--- src/svr_pkg.sv ---
// constants and carrier types for the serial voltage-id receiver and soft-start control
package svr_pkg;

  localparam int SS_W = 23;

  // soft-start levels in microvolts
  localparam logic [SS_W-1:0] SS_TRACK_UV  = 23'd1400000;
  localparam logic [SS_W-1:0] SS_FLOOR_UV  = 23'd200000;
  localparam logic [SS_W-1:0] SS_DELAY_UV  = 23'd3900000;
  localparam logic [SS_W-1:0] SS_OFFSET_UV = 23'd120000;
  localparam logic [SS_W-1:0] SS_MAX_UV    = 23'd4500000;

  // sink and source currents in 0.1uA, used as microvolts moved per phase tick
  localparam logic [SS_W-1:0] SS_CHARGE_STEP = 23'd470;
  localparam logic [SS_W-1:0] SS_OC_STEP     = 23'd470;
  localparam logic [SS_W-1:0] SS_OFF_STEP    = 23'd500;
  localparam logic [SS_W-1:0] SS_SLOW_STEP   = 23'd45;

  // address byte fields, write bit included, and the off-code prefix of the data byte
  localparam logic [2:0] ADR_PREFIX = 3'b110;
  localparam logic [2:0] ADR_OUT1   = 3'b100;
  localparam logic [2:0] ADR_OUT2   = 3'b010;
  localparam logic [2:0] ADR_BOTH   = 3'b110;
  localparam logic [4:0] OFF_PREFIX = 5'b11111;

  // boot codes as the equivalent seven-bit voltage codes
  localparam logic [6:0] BOOT_VID_1V1 = 7'h24;
  localparam logic [6:0] BOOT_VID_1V0 = 7'h2c;
  localparam logic [6:0] BOOT_VID_0V9 = 7'h34;
  localparam logic [6:0] BOOT_VID_0V8 = 7'h3c;

  typedef enum logic [4:0] {
    RX_IDLE = 5'b00001,
    RX_ADDR = 5'b00010,
    RX_AACK = 5'b00100,
    RX_DATA = 5'b01000,
    RX_DACK = 5'b10000
  } svr_rx_t;

  typedef struct packed {
    logic [6:0] vid;
    logic       power_state_low_flag;
    logic       off;
  } svr_cmd_t;

  typedef struct packed {
    logic [SS_W-1:0] ss_uv;
    logic [SS_W-1:0] ea_ref_uv;
    logic            ea_low;
    logic            pg;
    logic            fault;
  } svr_ss_t;

  function automatic logic [6:0] boot_vid(input logic [1:0] code);
    case (code)
      2'b00:   boot_vid = BOOT_VID_1V1;
      2'b01:   boot_vid = BOOT_VID_1V0;
      2'b10:   boot_vid = BOOT_VID_0V9;
      default: boot_vid = BOOT_VID_0V8;
    endcase
  endfunction : boot_vid

endpackage : svr_pkg

--- src/svr_softstart.sv ---
// soft-start capacitor model, fault latch, error-amp clamp and good flag for one output
`timescale 1ns/1ns
module svr_softstart (
  // clock and reset
  input  wire logic             clk,
  input  wire logic             rstn,
  input  wire logic             ce,
  input  wire logic             tick,
  // fault and command sources
  input  wire logic             reset_fault,
  input  wire logic             hard_fault,
  input  wire logic             off_cmd,
  input  wire logic             hold_low,
  input  wire logic             overcurrent,
  // status
  output svr_pkg::svr_ss_t      st
);

  logic [svr_pkg::SS_W-1:0] ss_uv_ff;
  logic [svr_pkg::SS_W-1:0] nxt_ss_uv;
  logic                     fault_ff;
  logic                     pg_ff;

  wire above_delay = ss_uv_ff > svr_pkg::SS_DELAY_UV;
  wire below_trip  = ss_uv_ff < (svr_pkg::SS_DELAY_UV - svr_pkg::SS_OFFSET_UV);
  wire at_floor    = ss_uv_ff <= svr_pkg::SS_FLOOR_UV;
  wire oc_after_pg = overcurrent & pg_ff;
  wire oc_in_start = overcurrent & ~pg_ff & ~fault_ff
                     & (ss_uv_ff >= svr_pkg::SS_TRACK_UV);
  wire set_fault   = reset_fault | (oc_after_pg & below_trip) | oc_in_start;
  wire clr_fault   = fault_ff & at_floor & ~reset_fault;
  wire charge_ok   = ~fault_ff & ~hard_fault & ~off_cmd & ~hold_low;

  always_comb begin
    nxt_ss_uv = ss_uv_ff;
    if (fault_ff) begin
      // slow bleed so the next attempt waits out the hiccup period
      if (!at_floor) nxt_ss_uv = ss_uv_ff - svr_pkg::SS_SLOW_STEP;
    end else if (hard_fault || off_cmd) begin
      if (ss_uv_ff > svr_pkg::SS_OFF_STEP) nxt_ss_uv = ss_uv_ff - svr_pkg::SS_OFF_STEP;
      else nxt_ss_uv = '0;
    end else if (oc_after_pg) begin
      nxt_ss_uv = ss_uv_ff - svr_pkg::SS_OC_STEP;
    end else if (charge_ok && ss_uv_ff < svr_pkg::SS_MAX_UV) begin
      nxt_ss_uv = ss_uv_ff + svr_pkg::SS_CHARGE_STEP;
    end
  end

  always_ff @(posedge clk) begin
    if (!rstn) begin
      ss_uv_ff <= '0;
      fault_ff <= 1'b0;
      pg_ff    <= 1'b0;
    end else if (ce) begin
      if (tick) ss_uv_ff <= nxt_ss_uv;
      // set wins over the floor release
      if (set_fault) fault_ff <= 1'b1;
      else if (clr_fault) fault_ff <= 1'b0;
      if (set_fault || fault_ff || hard_fault) pg_ff <= 1'b0;
      else if (above_delay) pg_ff <= 1'b1;
    end
  end

  // off codes deliberately leave the good flag alone
  assign st.ss_uv     = ss_uv_ff;
  assign st.ea_low    = fault_ff | hard_fault | off_cmd | hold_low
                        | (ss_uv_ff < svr_pkg::SS_TRACK_UV);
  assign st.ea_ref_uv = st.ea_low ? '0 : ss_uv_ff - svr_pkg::SS_TRACK_UV;
  assign st.pg        = pg_ff;
  assign st.fault     = fault_ff;
endmodule : svr_softstart

--- src/svr_sync.sv ---
// two-flop synchroniser for pin inputs
`timescale 1ns/1ns
module svr_sync #(
  parameter int W = 1
) (
  // clock and reset
  input  wire logic         clk,
  input  wire logic         rstn,
  input  wire logic         ce,
  // async in, synced out
  input  wire logic [W-1:0] d,
  output logic      [W-1:0] q
);

  logic [W-1:0] meta_ff;

  always_ff @(posedge clk) begin
    if (!rstn) begin
      meta_ff <= '0;
      q       <= '0;
    end else if (ce) begin
      meta_ff <= d;
      q       <= meta_ff;
    end
  end

endmodule : svr_sync

--- src/svr_top.sv ---
// serial voltage-id receiver, boot code capture and fault control for two outputs
`timescale 1ns/1ns
module svr_top (
  // clock and reset
  input  wire logic                 clk,
  input  wire logic                 rstn,
  input  wire logic                 ce,
  // serial voltage-id pins
  input  wire logic                 serial_vid_clock,
  input  wire logic                 serial_vid_data_in,
  output logic                      serial_vid_data_out,
  output logic                      serial_vid_data_oe,
  // system inputs
  input  wire logic                 host_power_ok_input,
  input  wire logic                 enable_in,
  input  wire logic                 gate_drive_low,
  input  wire logic                 gate_drive_good,
  input  wire logic [1:0]           overcurrent_in,
  input  wire logic [1:0]           overvoltage_in,
  input  wire logic [1:0]           remote_sense_open,
  input  wire logic                 phase_chain_open,
  input  wire logic [1:0]           softstart_hold_low,
  // phase-timing strobe from same-clock logic
  input  wire logic                 phase_tick,
  // per-output targets and status
  output svr_pkg::svr_cmd_t [1:0]   vid_cmd,
  output svr_pkg::svr_ss_t  [1:0]   ss_state,
  output logic [1:0]                boot_code,
  output logic                      boot_mode,
  output logic                      regulation_good_output
);

  localparam int NS = 15;

  logic [NS-1:0] pins_s;
  logic          scl_s, sda_s, pok_s, en_s, gdl_s, gdg_s, chain_s;
  logic [1:0]    oc_s, ov_s, so_s, hold_s;

  // the clock pin is only ever sampled, never driven
  svr_sync #(.W(NS)) u_sync (
    .clk  (clk),
    .rstn (rstn),
    .ce   (ce),
    .d    ({serial_vid_clock, serial_vid_data_in, host_power_ok_input, enable_in,
            gate_drive_low, gate_drive_good, overcurrent_in, overvoltage_in,
            remote_sense_open, phase_chain_open, softstart_hold_low}),
    .q    (pins_s)
  );

  assign {scl_s, sda_s, pok_s, en_s, gdl_s, gdg_s, oc_s, ov_s, so_s, chain_s, hold_s} = pins_s;

  // ---------------- receiver ----------------
  svr_pkg::svr_rx_t  rx_ff, nxt_rx;
  logic              scl_d_ff, sda_d_ff, pok_d_ff, en_d_ff;
  logic [6:0]        shift_ff;
  logic [2:0]        cnt_ff;
  logic              ack_ff;
  logic [1:0]        sel_ff;
  svr_pkg::svr_cmd_t [1:0] cmd_ff;
  logic [1:0]        boot_ff;
  logic [1:0]        hard_ff;
  logic              boot_mode_ff;

  wire scl_rise  = scl_s & ~scl_d_ff;
  wire scl_fall  = ~scl_s & scl_d_ff;
  wire start_det = scl_s & scl_d_ff & sda_d_ff & ~sda_s;
  wire stop_det  = scl_s & scl_d_ff & ~sda_d_ff & sda_s;
  wire [7:0] byte_in  = {shift_ff, sda_s};
  wire       last_bit = scl_rise & (cnt_ff == 3'd7);
  wire       svi_on   = pok_s;

  // write bit is byte_in[0] and must be low for every pattern
  wire match_out1 = byte_in[2:0] == svr_pkg::ADR_OUT1;
  wire match_out2 = byte_in[2:0] == svr_pkg::ADR_OUT2;
  wire match_both = byte_in[2:0] == svr_pkg::ADR_BOTH;
  wire adr_match  = (byte_in[7:5] == svr_pkg::ADR_PREFIX)
                    & (match_out1 | match_out2 | match_both);
  wire [1:0] adr_sel = {match_out2 | match_both, match_out1 | match_both};

  wire data_done = (rx_ff == svr_pkg::RX_DATA) & last_bit;
  wire off_code  = byte_in[6:2] == svr_pkg::OFF_PREFIX;

  always_comb begin
    nxt_rx = rx_ff;
    if (!svi_on) begin
      nxt_rx = svr_pkg::RX_IDLE;
    end else if (start_det) begin
      nxt_rx = svr_pkg::RX_ADDR;
    end else if (stop_det) begin
      nxt_rx = svr_pkg::RX_IDLE;
    end else begin
      unique case (rx_ff)
        svr_pkg::RX_IDLE: nxt_rx = svr_pkg::RX_IDLE;
        svr_pkg::RX_ADDR: begin
          if (last_bit) nxt_rx = adr_match ? svr_pkg::RX_AACK : svr_pkg::RX_IDLE;
        end
        svr_pkg::RX_AACK: begin
          if (scl_fall && ack_ff) nxt_rx = svr_pkg::RX_DATA;
        end
        svr_pkg::RX_DATA: begin
          if (last_bit) nxt_rx = svr_pkg::RX_DACK;
        end
        svr_pkg::RX_DACK: begin
          if (scl_fall && ack_ff) nxt_rx = svr_pkg::RX_IDLE;
        end
        default: nxt_rx = svr_pkg::RX_IDLE;
      endcase
    end
  end

  wire in_ack = (rx_ff == svr_pkg::RX_AACK) | (rx_ff == svr_pkg::RX_DACK);

  always_ff @(posedge clk) begin
    if (!rstn) begin
      rx_ff    <= svr_pkg::RX_IDLE;
      scl_d_ff <= 1'b1;
      sda_d_ff <= 1'b1;
      shift_ff <= '0;
      cnt_ff   <= '0;
      ack_ff   <= 1'b0;
      sel_ff   <= '0;
    end else if (ce) begin
      rx_ff    <= nxt_rx;
      scl_d_ff <= scl_s;
      sda_d_ff <= sda_s;
      if (start_det || !in_ack && nxt_rx != rx_ff) cnt_ff <= '0;
      else if (scl_rise && !in_ack) begin
        cnt_ff   <= cnt_ff + 3'd1;
        shift_ff <= byte_in[6:0];
      end
      if (rx_ff == svr_pkg::RX_ADDR && last_bit) sel_ff <= adr_sel;
      // pull data low from the fall after the 8th bit to the next fall
      if (!in_ack || nxt_rx != rx_ff) ack_ff <= 1'b0;
      else if (scl_fall) ack_ff <= 1'b1;
    end
  end

  assign serial_vid_data_out = 1'b0;
  assign serial_vid_data_oe  = ack_ff;

  // ---------------- targets, boot and latches ----------------
  wire en_rise    = en_s & ~en_d_ff;
  wire no_fault   = ~gdl_s & ~(|hard_ff);
  wire boot_load  = en_rise & no_fault;
  wire pok_fall   = ~pok_s & pok_d_ff & en_s;
  wire [1:0] hard_set = ov_s | so_s | {2{chain_s}};

  always_ff @(posedge clk) begin
    if (!rstn) begin
      pok_d_ff     <= 1'b0;
      en_d_ff      <= 1'b0;
      boot_ff      <= '0;
      boot_mode_ff <= 1'b1;
      hard_ff      <= '0;
      cmd_ff       <= '0;
    end else if (ce) begin
      pok_d_ff     <= pok_s;
      en_d_ff      <= en_s;
      boot_mode_ff <= ~pok_s;
      for (int i = 0; i < 2; i++) begin
        // set wins; release only while gate_drive_good is low, i.e. the supply is below its good level
        if (hard_set[i]) hard_ff[i] <= 1'b1;
        else if (!gdg_s) hard_ff[i] <= 1'b0;
        if (boot_load) begin
          cmd_ff[i].vid <= svr_pkg::boot_vid({scl_s, sda_s});
          cmd_ff[i].off <= 1'b0;
        end else if (pok_fall) begin
          cmd_ff[i].vid <= svr_pkg::boot_vid(boot_ff);
          cmd_ff[i].off <= 1'b0;
        end else if (data_done && sel_ff[i]) begin
          cmd_ff[i].power_state_low_flag <= byte_in[7];
          if (off_code) cmd_ff[i].off <= 1'b1;
          else begin
            cmd_ff[i].vid <= byte_in[6:0];
            cmd_ff[i].off <= 1'b0;
          end
        end
      end
      if (boot_load) boot_ff <= {scl_s, sda_s};
    end
  end

  // enable low or supply under 86% resets through the resettable latch
  wire reset_src = gdl_s | ~en_s;

  for (genvar g = 0; g < 2; g++) begin : g_ss
    svr_softstart u_ss (
      .clk         (clk),
      .rstn        (rstn),
      .ce          (ce),
      .tick        (phase_tick),
      .reset_fault (reset_src),
      .hard_fault  (hard_ff[g]),
      .off_cmd     (cmd_ff[g].off),
      .hold_low    (hold_s[g]),
      .overcurrent (oc_s[g]),
      .st          (ss_state[g])
    );
  end

  assign vid_cmd                = cmd_ff;
  assign boot_code              = boot_ff;
  assign boot_mode              = boot_mode_ff;
  assign regulation_good_output = ss_state[0].pg & ss_state[1].pg;
endmodule : svr_top

--- config.mk ---
export PLATFORM = sky130hd
export DESIGN_NAME = svr_top
export DESIGN_NICKNAME = d
export VERILOG_FILES = /design/src/svr_pkg.sv /design/src/svr_softstart.sv /design/src/svr_sync.sv /design/src/svr_top.sv
export SDC_FILE = /design/constraint.sdc
export NUM_CORES = 1
export LEC_CHECK = 0
export ABC_AREA = 0
export BUFFER_PORTS_ARGS = -buffer_cell sky130_fd_sc_hd__buf_2
export CAP_MARGIN = 20
export CELL_PAD_IN_SITES_DETAIL_PLACEMENT = 0
export CELL_PAD_IN_SITES_GLOBAL_PLACEMENT = 1
export CORE_MARGIN = 4
export CORE_UTILIZATION = 40
export CTS_CLUSTER_DIAMETER = 150
export DETAILED_ROUTE_END_ITERATION = 8
export MAX_ROUTING_LAYER = met4
export PLACE_DENSITY = 0.88
export SETUP_SLACK_MARGIN = 0.15
export SLEW_MARGIN = 0
export SYNTH_ARGS = -nofsm -noshare
export SYNTH_HDL_FRONTEND = slang
export SYNTH_SLANG_ARGS = --single-unit
export TNS_END_PERCENT = 5
--- constraint.sdc ---
create_clock -name clk -period 9.9 [get_ports clk]
set_clock_uncertainty 0.2 [all_clocks]
set_input_delay 1.98 -clock clk [delete_from_list [all_inputs] [get_ports clk]]
set_output_delay 1.98 -clock clk [all_outputs]
set_load 0.02 [all_outputs]
==> metrics.md, run 1 <==
| Metric | Value |
|---|---|
| Most common cell after layout, fill and taps aside | `sky130_fd_sc_hd__nor2_1` |
| Clock Tree Buf Depth | `2` |
| Cell leakage power | `5.280 nW` |
| Class of the tightest hold or removal check | `reg -> reg` |
| Required time at the worst-slack endpoint | `7720 ps` |
| Number of vias per cell | `5.977` |
| Total I/O pin count | `141` |
| Shortest clock period the worst path allows after layout | `around 6500 ps` |
| Vias in the first global route | `between 10,000 and 15,000` |
| # rows | `60` |
| Most used cells in the layout excluding fill and tap cells | `194 x sky130_fd_sc_hd__nor2_1, 139 x sky130_fd_sc_hd__buf_2, 134 x sky130_fd_sc_hd__nand2_1, 125 x sky130_fd_sc_hd__dfxtp_1, 117 x sky130_fd_sc_hd__a21oi_1` |
| Max-cap viol count | `0` |
| Final Slew Violations | `0` |
| Cell at the slowest stage of the critical path | `sky130_fd_sc_hd__dfxtp_1` |
| Cell at the root of the clock tree | `sky130_fd_sc_hd__clkbuf_16` |
| Ys flop type | `sky130_fd_sc_hd__dfxtp_1` |
| Cell repeated most along the worst path | `sky130_fd_sc_hd__nor3_1` |
| Insertion delay of the later-clocked pin in the worst-skew pair | `about 430 ps` |
| Critical Path Max Stage Delay | `790 ps` |
| Instance count of the mapped netlist | `about 1,500` |
| Clock tree from TritonCTS | `done` |
| Met1 global-route usage | `0.3231` |
| Yosys Warn Count | `0` |
| Number of nets in the finished design | `about 1,700` |
| Mapped Area | `approximately 0.011 mm^2` |
| Max FO, Critical Path | `21` |
| Antenna cells | `0` |
| Share of synthesized flip-flops with an asynchronous set or reset | `0` |
| Wire length of the first global-routing pass | `59,060 um` |
| GR met2 Demand/Resource | `0.3795` |
| Clock edge transition at the registers on the reported setup and hold paths | `70 ps` |
| Power density of the placed cells | `roughly 150 mW/mm^2` |
| Initial antenna violation count | `0` |
| Relative max-transition margin | `0.3599` |
| Final weighted congestion of routability-driven global placement | `between 1 and 1.5` |
| # H-tree levels | `4` |
| Number of synthesized register bits | `between 100 and 150` |
| Type of the worst setup path | `reg -> out` |
| Layout overhead on the synthesized area | `12.04%` |
| Antenna-violating nets left | `0` |
| Total count of hold-check failures in the final report | `0` |
| Buffers inserted during post-CTS setup optimization | `0` |
| Count of routing violations after the opening detailed-route iteration | `~1,100` |
| EDFF count, synth | `0` |
| Initial standard-cell utilization of the core | `0.4099` |
| # DRC | `0` |
| Share of the cycle needed by the critical path after routing | `0.6574` |
| Crit. End Element | `output port` |
| Buf/Inv on CP | `2` |
| Core occupancy in the finished layout | `0.4592` |
| Number of buffers inserted during clock tree synthesis | `17` |
| Overall fraction of global-route tracks in use | `0.2398` |
| Met3 capacity usage during global routing | `0.03072` |
| Max IR drop VDD | `between 80 and 90 uV` |
| HPWL Detailed | `~26,000 um` |
| Top Family by Delay on Critical Path | `compound AO/OA/AOI/OAI gates` |
| Die Width | `approximately 170 um` |
| Fmax | `153.6 MHz` |
| Result of the run | `finished clean` |
| Die Span Y | `~170 um` |
| Seq/Total Area, Yosys | `0.2247` |
| Share of cells above drive strength 1 | `0.1318` |
| CP Cell Sequence | `a211oi_1 > o21bai_1 > a21o_1 > a41o_1 > nor3_1 > nor3_1 > inv_1 > nor2_1 > buf_2` |
| CTS hold repair buffers | `0` |
| Filler cell count in the final layout | `between 2,000 and 3,000` |
| Setup crit start kind | `flip-flop` |
| Cell type with the highest aggregate area in the netlist | `sky130_fd_sc_hd__dfxtp_1` |
| Detail-routed net length per standard cell | `around 19 um` |
| CTS sink count | `around 130` |
| Most area-consuming cells after synthesis | `sky130_fd_sc_hd__dfxtp_1 22%, sky130_fd_sc_hd__ha_1 7.0%, sky130_fd_sc_hd__nor2_1 6.5%` |
| Arrival time of data at the critical path endpoint | `about 4300 ps` |
| Die Area | `just over 0.03 mm^2` |
| Per-instance average area after synthesis | `roughly 7.2 um^2` |
| Slew at the pin with the worst max-slew slack | `960.1 ps` |
| Most congested layer reported by global routing | `met2` |
| Unrepaired setup endpoints after global routing | `no` |
| Residual overflow from global routing | `0` |
| Setup TNS Final | `0 ps` |
| Net count after synthesis | `roughly 1,600` |
| Routed wire length | `between 30,000 and 40,000 um` |
| Final-report setup violation count | `0` |
| Maximum number of pins on one net before global-route repair | `80` |
| Number of distinct library cells after synthesis | `between 80 and 90` |
| Core outline area | `roughly 0.027 mm^2` |
| Drt pass-1 iters | `6` |
| Via count | `11,790` |
| Total of cells resized after clock tree synthesis | `0` |
| Share of the synthesized area in the top cell type | `0.2247` |
| Number of port buffers | `139` |
-- sequential cells by signal (all words and copies together) (netlist names) --
signal	cells
g_ss.u_ss.ss_uv_ff	46
vid_cmd	18
u_sync.meta_ff	15
u_sync.q	15
shift_ff	7
rx_ff	5
cnt_ff	3
boot_code	2
g_ss.u_ss.fault_ff	2
g_ss.u_ss.pg_ff	2
hard_ff	2
sel_ff	2
boot_mode	1
en_d_ff	1
pok_d_ff	1
scl_d_ff	1
sda_d_ff	1
serial_vid_data_oe	1
-- routing by layer --
metal	share of wire	vias to the layer above	wire, um
met1	0.45	5529	16520
met2	0.47	467	17110
met4	0.023	0	839
li1	-	5728	-
met3	0.063	68	2307
met5	0	-	0
-- where the power goes --
group          internal [mW]  total (mW)  switching, mW  leakage [nW]
Sequential             0.527       0.602         0.0754          1.02
Clock                  0.402       0.670          0.268         0.291
Combinational          0.210       0.558          0.348          3.97
Total                   1.14        1.83          0.692          5.28
-- Yosys cell counts, types with 23 or more instances --
| library cell | instances |
|---|---|
| sky130_fd_sc_hd__a211oi_1 | 29 |
| sky130_fd_sc_hd__a21o_1 | 26 |
| sky130_fd_sc_hd__a21oi_1 | 117 |
| sky130_fd_sc_hd__a31oi_1 | 28 |
| sky130_fd_sc_hd__clkbuf_1 | 94 |
| sky130_fd_sc_hd__dfxtp_1 | 125 |
| sky130_fd_sc_hd__ha_1 | 62 |
| sky130_fd_sc_hd__inv_1 | 39 |
| sky130_fd_sc_hd__mux2i_1 | 43 |
| sky130_fd_sc_hd__nand2_1 | 134 |
| sky130_fd_sc_hd__nand3_1 | 58 |
| sky130_fd_sc_hd__nor2_1 | 194 |
| sky130_fd_sc_hd__nor3_1 | 46 |
| sky130_fd_sc_hd__nor4_1 | 24 |
| sky130_fd_sc_hd__o21ai_0 | 96 |
| sky130_fd_sc_hd__or3_1 | 23 |
| sky130_fd_sc_hd__xnor2_1 | 59 |
| sky130_fd_sc_hd__xor2_1 | 31 |
-- metrics by stage --
step,cells,area (um^2),hold WS [ps],power [mW],setup WS (ps)
floorplan,1538,11140,245.4,1.010,5078
global placement,1941,11870,243.1,1.155,4000
detailed placement,1941,11870,247.7,1.161,3961
CTS,1973,12480,255.2,1.831,3482
global route,1973,12480,274.4,1.925,3168
finish,1973,12480,254.6,1.830,3392
-- path summary, 6_finish.rpt --
check / startpoint / to / slack (ps) / depth (start not counted)
max: g_ss[0].u_ss.ss_uv_ff[6]$_SDFFE_PN0P_ / ss_state[24] / 3390 / 9
min: vid_cmd[8]$_SDFFE_PN0P_ / vid_cmd[8]$_SDFFE_PN0P_ / 250 / 2
max reg2reg: g_ss[0].u_ss.ss_uv_ff[11]$_SDFFE_PN0P_ / g_ss[0].u_ss.ss_uv_ff[18]$_SDFFE_PN0P_ / 5870 / 8
min reg2reg: vid_cmd[8]$_SDFFE_PN0P_ / vid_cmd[8]$_SDFFE_PN0P_ / 250 / 2
-- cell families after synthesis --
logic type	count (synthesis)	share of synthesized area
flops	125	0.2247
simple gates	594	0.2595
other cells	1	0.0003367
mux	45	0.04066
compound gates	460	0.2715
buf+inv	159	0.05931
fa+ha+maj	64	0.07324
xor+xnor	90	0.07077
-- tightest hold or removal path: stages, from the launching register on --
cell                      delay [ps]
sky130_fd_sc_hd__dfxtp_1         310
sky130_fd_sc_hd__nand2_1          50
sky130_fd_sc_hd__a21oi_1          50
-- layout make-up --
cell class | instances | area (um^2) | share of cell area
timing repair buffer | 149 | 770.7 | 0.06176
clock inverter | 14 | 181.4 | 0.01454
inverter | 41 | 155.1 | 0.01243
sequential | 125 | 2502 | 0.2005
multi-input combinational | 1254 | 7975 | 0.6391
clock buffer | 18 | 429.2 | 0.03439
tap | 372 | 465.4 | 0.03730
Note: power is estimated with default switching activity, not from simulation.
==> run 2, diff against run 1 <==
==> constraint.sdc (replaced) <==
create_clock -name clk -period 6.42 [get_ports clk]
set_clock_uncertainty 0.2 [all_clocks]
set_input_delay 1.284 -clock clk [delete_from_list [all_inputs] [get_ports clk]]
set_output_delay 1.284 -clock clk [all_outputs]
set_load 0.02 [all_outputs]
==> run 2 against run 1 <==
  * Clock power up 63%
  * Sequential share of layout area down 0.090 points
  * Clock-buffer cell count unchanged
  * Critical path depth up 1
  * First-iteration DRC count up 7.3%
  * Non-clock buffer count up 3
  * Combinational power up 57%
  * Routed wire length up 2.3%
  * Power up 58%
==> metrics.md, run 2 (synthesis results as in run 1) <==
| Metric | Value |
|---|---|
| Number of nets in the finished design | `1,674 (+0.18%)` |
| Setup slack on the worst flop-to-flop path | `2330 ps (-3540 ps)` |
| GR met2 Demand/Resource | `0.3904 (+0.01086)` |
| FF-to-FF Start | `g_ss[0].u_ss.ss_uv_ff[11]$_SDFFE_PN0P_` |
| Number of buffers inserted during clock tree synthesis | `17 (unchanged)` |
| Met3 capacity usage during global routing | `0.03851 (+0.007789)` |
| Drt pass-1 iters | `6 (unchanged)` |
| Placed Instance Area | `0.01189 mm^2 (+0.19%)` |
| Wire length of the first global-routing pass | `60,350 um (+2.2%)` |
| Insertion delay of the later-clocked pin in the worst-skew pair | `420 ps (about the same)` |
| Slew at the pin with the worst max-slew slack | `945.1 ps (-14.96 ps)` |
| Core outline area | `0.02718 mm^2 (unchanged)` |
| Cell leakage power | `5.321 nW (+0.77%)` |
| Detail-routed net length per standard cell | `19.04 um (+2.2%)` |
| Shortest clock period the worst path allows after layout | `between 5000 and 6000 ps` |
| Share of the cycle needed by the critical path after routing | `0.8713` |
| Die Area | `0.03058 mm^2 (unchanged)` |
| CTS sink count | `125 (unchanged)` |
| Clock tree from TritonCTS | `done` |
| Final-layout worst hold slack | `249.5 ps (-5.150 ps)` |
| Via count | `11,840 (+0.44%)` |
| Instance count along the most critical hold path | `2 (unchanged)` |
| Capturing point of the worst reg2reg path | `g_ss[0].u_ss.ss_uv_ff[18]$_SDFFE_PN0P_` |
| Clock share of power | `0.377 (+0.011)` |
| Fmax | `around 180 MHz` |
| Die Span Y | `174.9 um (unchanged)` |
| Unrepaired setup endpoints after global routing | `no` |
| Antenna cells | `0 (unchanged)` |
| # DRC | `0 (unchanged)` |
| Overall fraction of global-route tracks in use | `0.2453 (+0.005522)` |
| Antenna-violating nets left | `0 (unchanged)` |
| HPWL Detailed | `26,690 um (+1.4%)` |
| Worst min-delay path startpoint | `vid_cmd[5]$_SDFFE_PN0P_` |
| Relative max-transition margin | `0.3641 (+0.004166)` |
| Most common cell after layout, fill and taps aside | `sky130_fd_sc_hd__nor2_1` |
| Residual overflow from global routing | `0 (unchanged)` |
| Most congested layer reported by global routing | `met2` |
| Die Width | `174.9 um (unchanged)` |
| Non-Filler Cell Area, Final | `0.01254 mm^2 (+0.45%)` |
| Result of the run | `finished clean` |
| Final Slew Violations | `0 (unchanged)` |
| Max-cap viol count | `0 (unchanged)` |
| Part of the power in combinational logic | `0.303 (-0.002)` |
| Number of cells on the worst reg-to-reg path | `8 (unchanged)` |
| # H-tree levels | `4 (unchanged)` |
| Type of the worst setup path | `reg -> out` |
| Setup TNS Final | `0 ps (unchanged)` |
| Clock edge transition at the registers on the reported setup and hold paths | `60 ps (about the same)` |
| CTS hold repair buffers | `0 (unchanged)` |
| Share of cells above drive strength 1 | `0.1340 (+0.002247)` |
| Routed wire length | `37,620 um (+2.3%)` |
| Sequential share of power | `0.320 (-0.009)` |
| Layout overhead on the synthesized area | `12.55%` |
| Arrival time of data at the critical path endpoint | `4110 ps (-220 ps)` |
| Crit. End Element | `output port` |
| Initial antenna violation count | `0 (unchanged)` |
| Pwr Total | `2.890 mW (+58%)` |
| Class of the tightest hold or removal check | `reg -> reg` |
| Switching power of the nets | `1.080 mW (+56%)` |
| Filler cell count in the final layout | `2,787 (-0.39%)` |
| Maximum number of pins on one net before global-route repair | `80 (unchanged)` |
| Final-report setup violation count | `0 (unchanged)` |
| Biggest register | `g_ss.u_ss.ss_uv_ff` |
| Cell at the root of the clock tree | `sky130_fd_sc_hd__clkbuf_16` |
| Buffers inserted during post-CTS setup optimization | `0 (unchanged)` |
| Sink of the worst hold path | `vid_cmd[5]$_SDFFE_PN0P_` |
| Initial standard-cell utilization of the core | `0.4099 (unchanged)` |
| Setup crit start kind | `flip-flop` |
| Final weighted congestion of routability-driven global placement | `0.9458 (-6.1%)` |
| Most used cells in the layout excluding fill and tap cells | `194 x sky130_fd_sc_hd__nor2_1, 139 x sky130_fd_sc_hd__buf_2, 134 x sky130_fd_sc_hd__nand2_1, 125 x sky130_fd_sc_hd__dfxtp_1, 117 x sky130_fd_sc_hd__a21oi_1` |
| Number of port buffers | `139 (unchanged)` |
| Max FO, Critical Path | `21 (unchanged)` |
| Number of vias per cell | `5.994 (+0.29%)` |
| # rows | `60 (unchanged)` |
| Met1 global-route usage | `0.3211 (-0.001935)` |
| Clock Tree Buf Depth | `2 (unchanged)` |
| Count of routing violations after the opening detailed-route iteration | `1,179 (+7.3%)` |
| Vias in the first global route | `11,130 (+2.7%)` |
| Internal power component | `1.810 mW (+59%)` |
| Total I/O pin count | `141 (unchanged)` |
| Total of cells resized after clock tree synthesis | `0 (unchanged)` |
| Net switching fraction of the power | `0.3736 (-0.004211)` |
| Total count of hold-check failures in the final report | `0 (unchanged)` |
| Required time at the worst-slack endpoint | `4940 ps (-2780 ps)` |
| Power density of the placed cells | `230.5 mW/mm^2 (+57%)` |
| Max IR drop VDD | `156.8 uV (+84%)` |
| Max FFs per register | `46 (unchanged)` |
==> run 2: critical path: stages, from the launching register on <==
cell,delay (ps)
sky130_fd_sc_hd__dfxtp_1,770
sky130_fd_sc_hd__a211oi_1,270
sky130_fd_sc_hd__o21bai_1,190
sky130_fd_sc_hd__buf_4,160
sky130_fd_sc_hd__a21o_1,200
sky130_fd_sc_hd__a41o_1,230
sky130_fd_sc_hd__nor3_1,70
sky130_fd_sc_hd__nor3_1,600
sky130_fd_sc_hd__inv_1,630
sky130_fd_sc_hd__nor2_1,350
sky130_fd_sc_hd__buf_2,220
==> run 2: how the worst max path moves through the flow <==
stage                                                       from           end  slack, ps
after global routing       g_ss[0].u_ss.ss_uv_ff[6]$_SDFFE_PN0P_  ss_state[24]        490
after CTS                  g_ss[0].u_ss.ss_uv_ff[6]$_SDFFE_PN0P_  ss_state[24]        870
after global placement     g_ss[0].u_ss.ss_uv_ff[6]$_SDFFE_PN0P_  ss_state[24]       1450
after detailed placement   g_ss[0].u_ss.ss_uv_ff[6]$_SDFFE_PN0P_  ss_state[24]       1320
after floorplan           g_ss[1].u_ss.ss_uv_ff[11]$_SDFFE_PN0P_  ss_state[73]       2290
final                      g_ss[0].u_ss.ss_uv_ff[6]$_SDFFE_PN0P_  ss_state[24]        830
==> run 2: cell type report <==
cell class / instances / area [um^2] / area share
tap: 372 / 465.4 / 0.03713
clock buffer: 18 / 439.2 / 0.03503
timing repair buffer: 152 / 793.3 / 0.06328
multi-input combinational: 1254 / 7975 / 0.6362
clock inverter: 14 / 205.2 / 0.01637
inverter: 41 / 155.1 / 0.01238
sequential: 125 / 2502 / 0.1996
==> run 2: metal layers <==
layer	vias up	part of all wire
met5	-	0
met4	0	0.027
met3	76	0.068
met1	5544	0.44
li1	5722	-
met2	502	0.46
==> run 2: metrics by stage <==
step	setup slack [ps]	std cells	utilization
after global routing	491.5	1976	0.4613
after global placement	1447	1944	0.4376
after CTS	868.0	1976	0.4613
after detailed placement	1320	1944	0.4376
after floorplan	2294	1538	-
final	826.5	1976	0.4613
==> run 2: power groups by stage <==
| stage | Sequential, mW | Clock, mW | Combinational, mW |
|---|---|---|---|
| after floorplan | 0.897 | 0 | 0.661 |
| after global placement | 0.936 | 0 | 0.857 |
| after detailed placement | 0.939 | 0 | 0.860 |
| after CTS | 0.922 | 1.10 | 0.865 |
| after global routing | 0.937 | 1.14 | 0.962 |
| final | 0.925 | 1.09 | 0.877 |
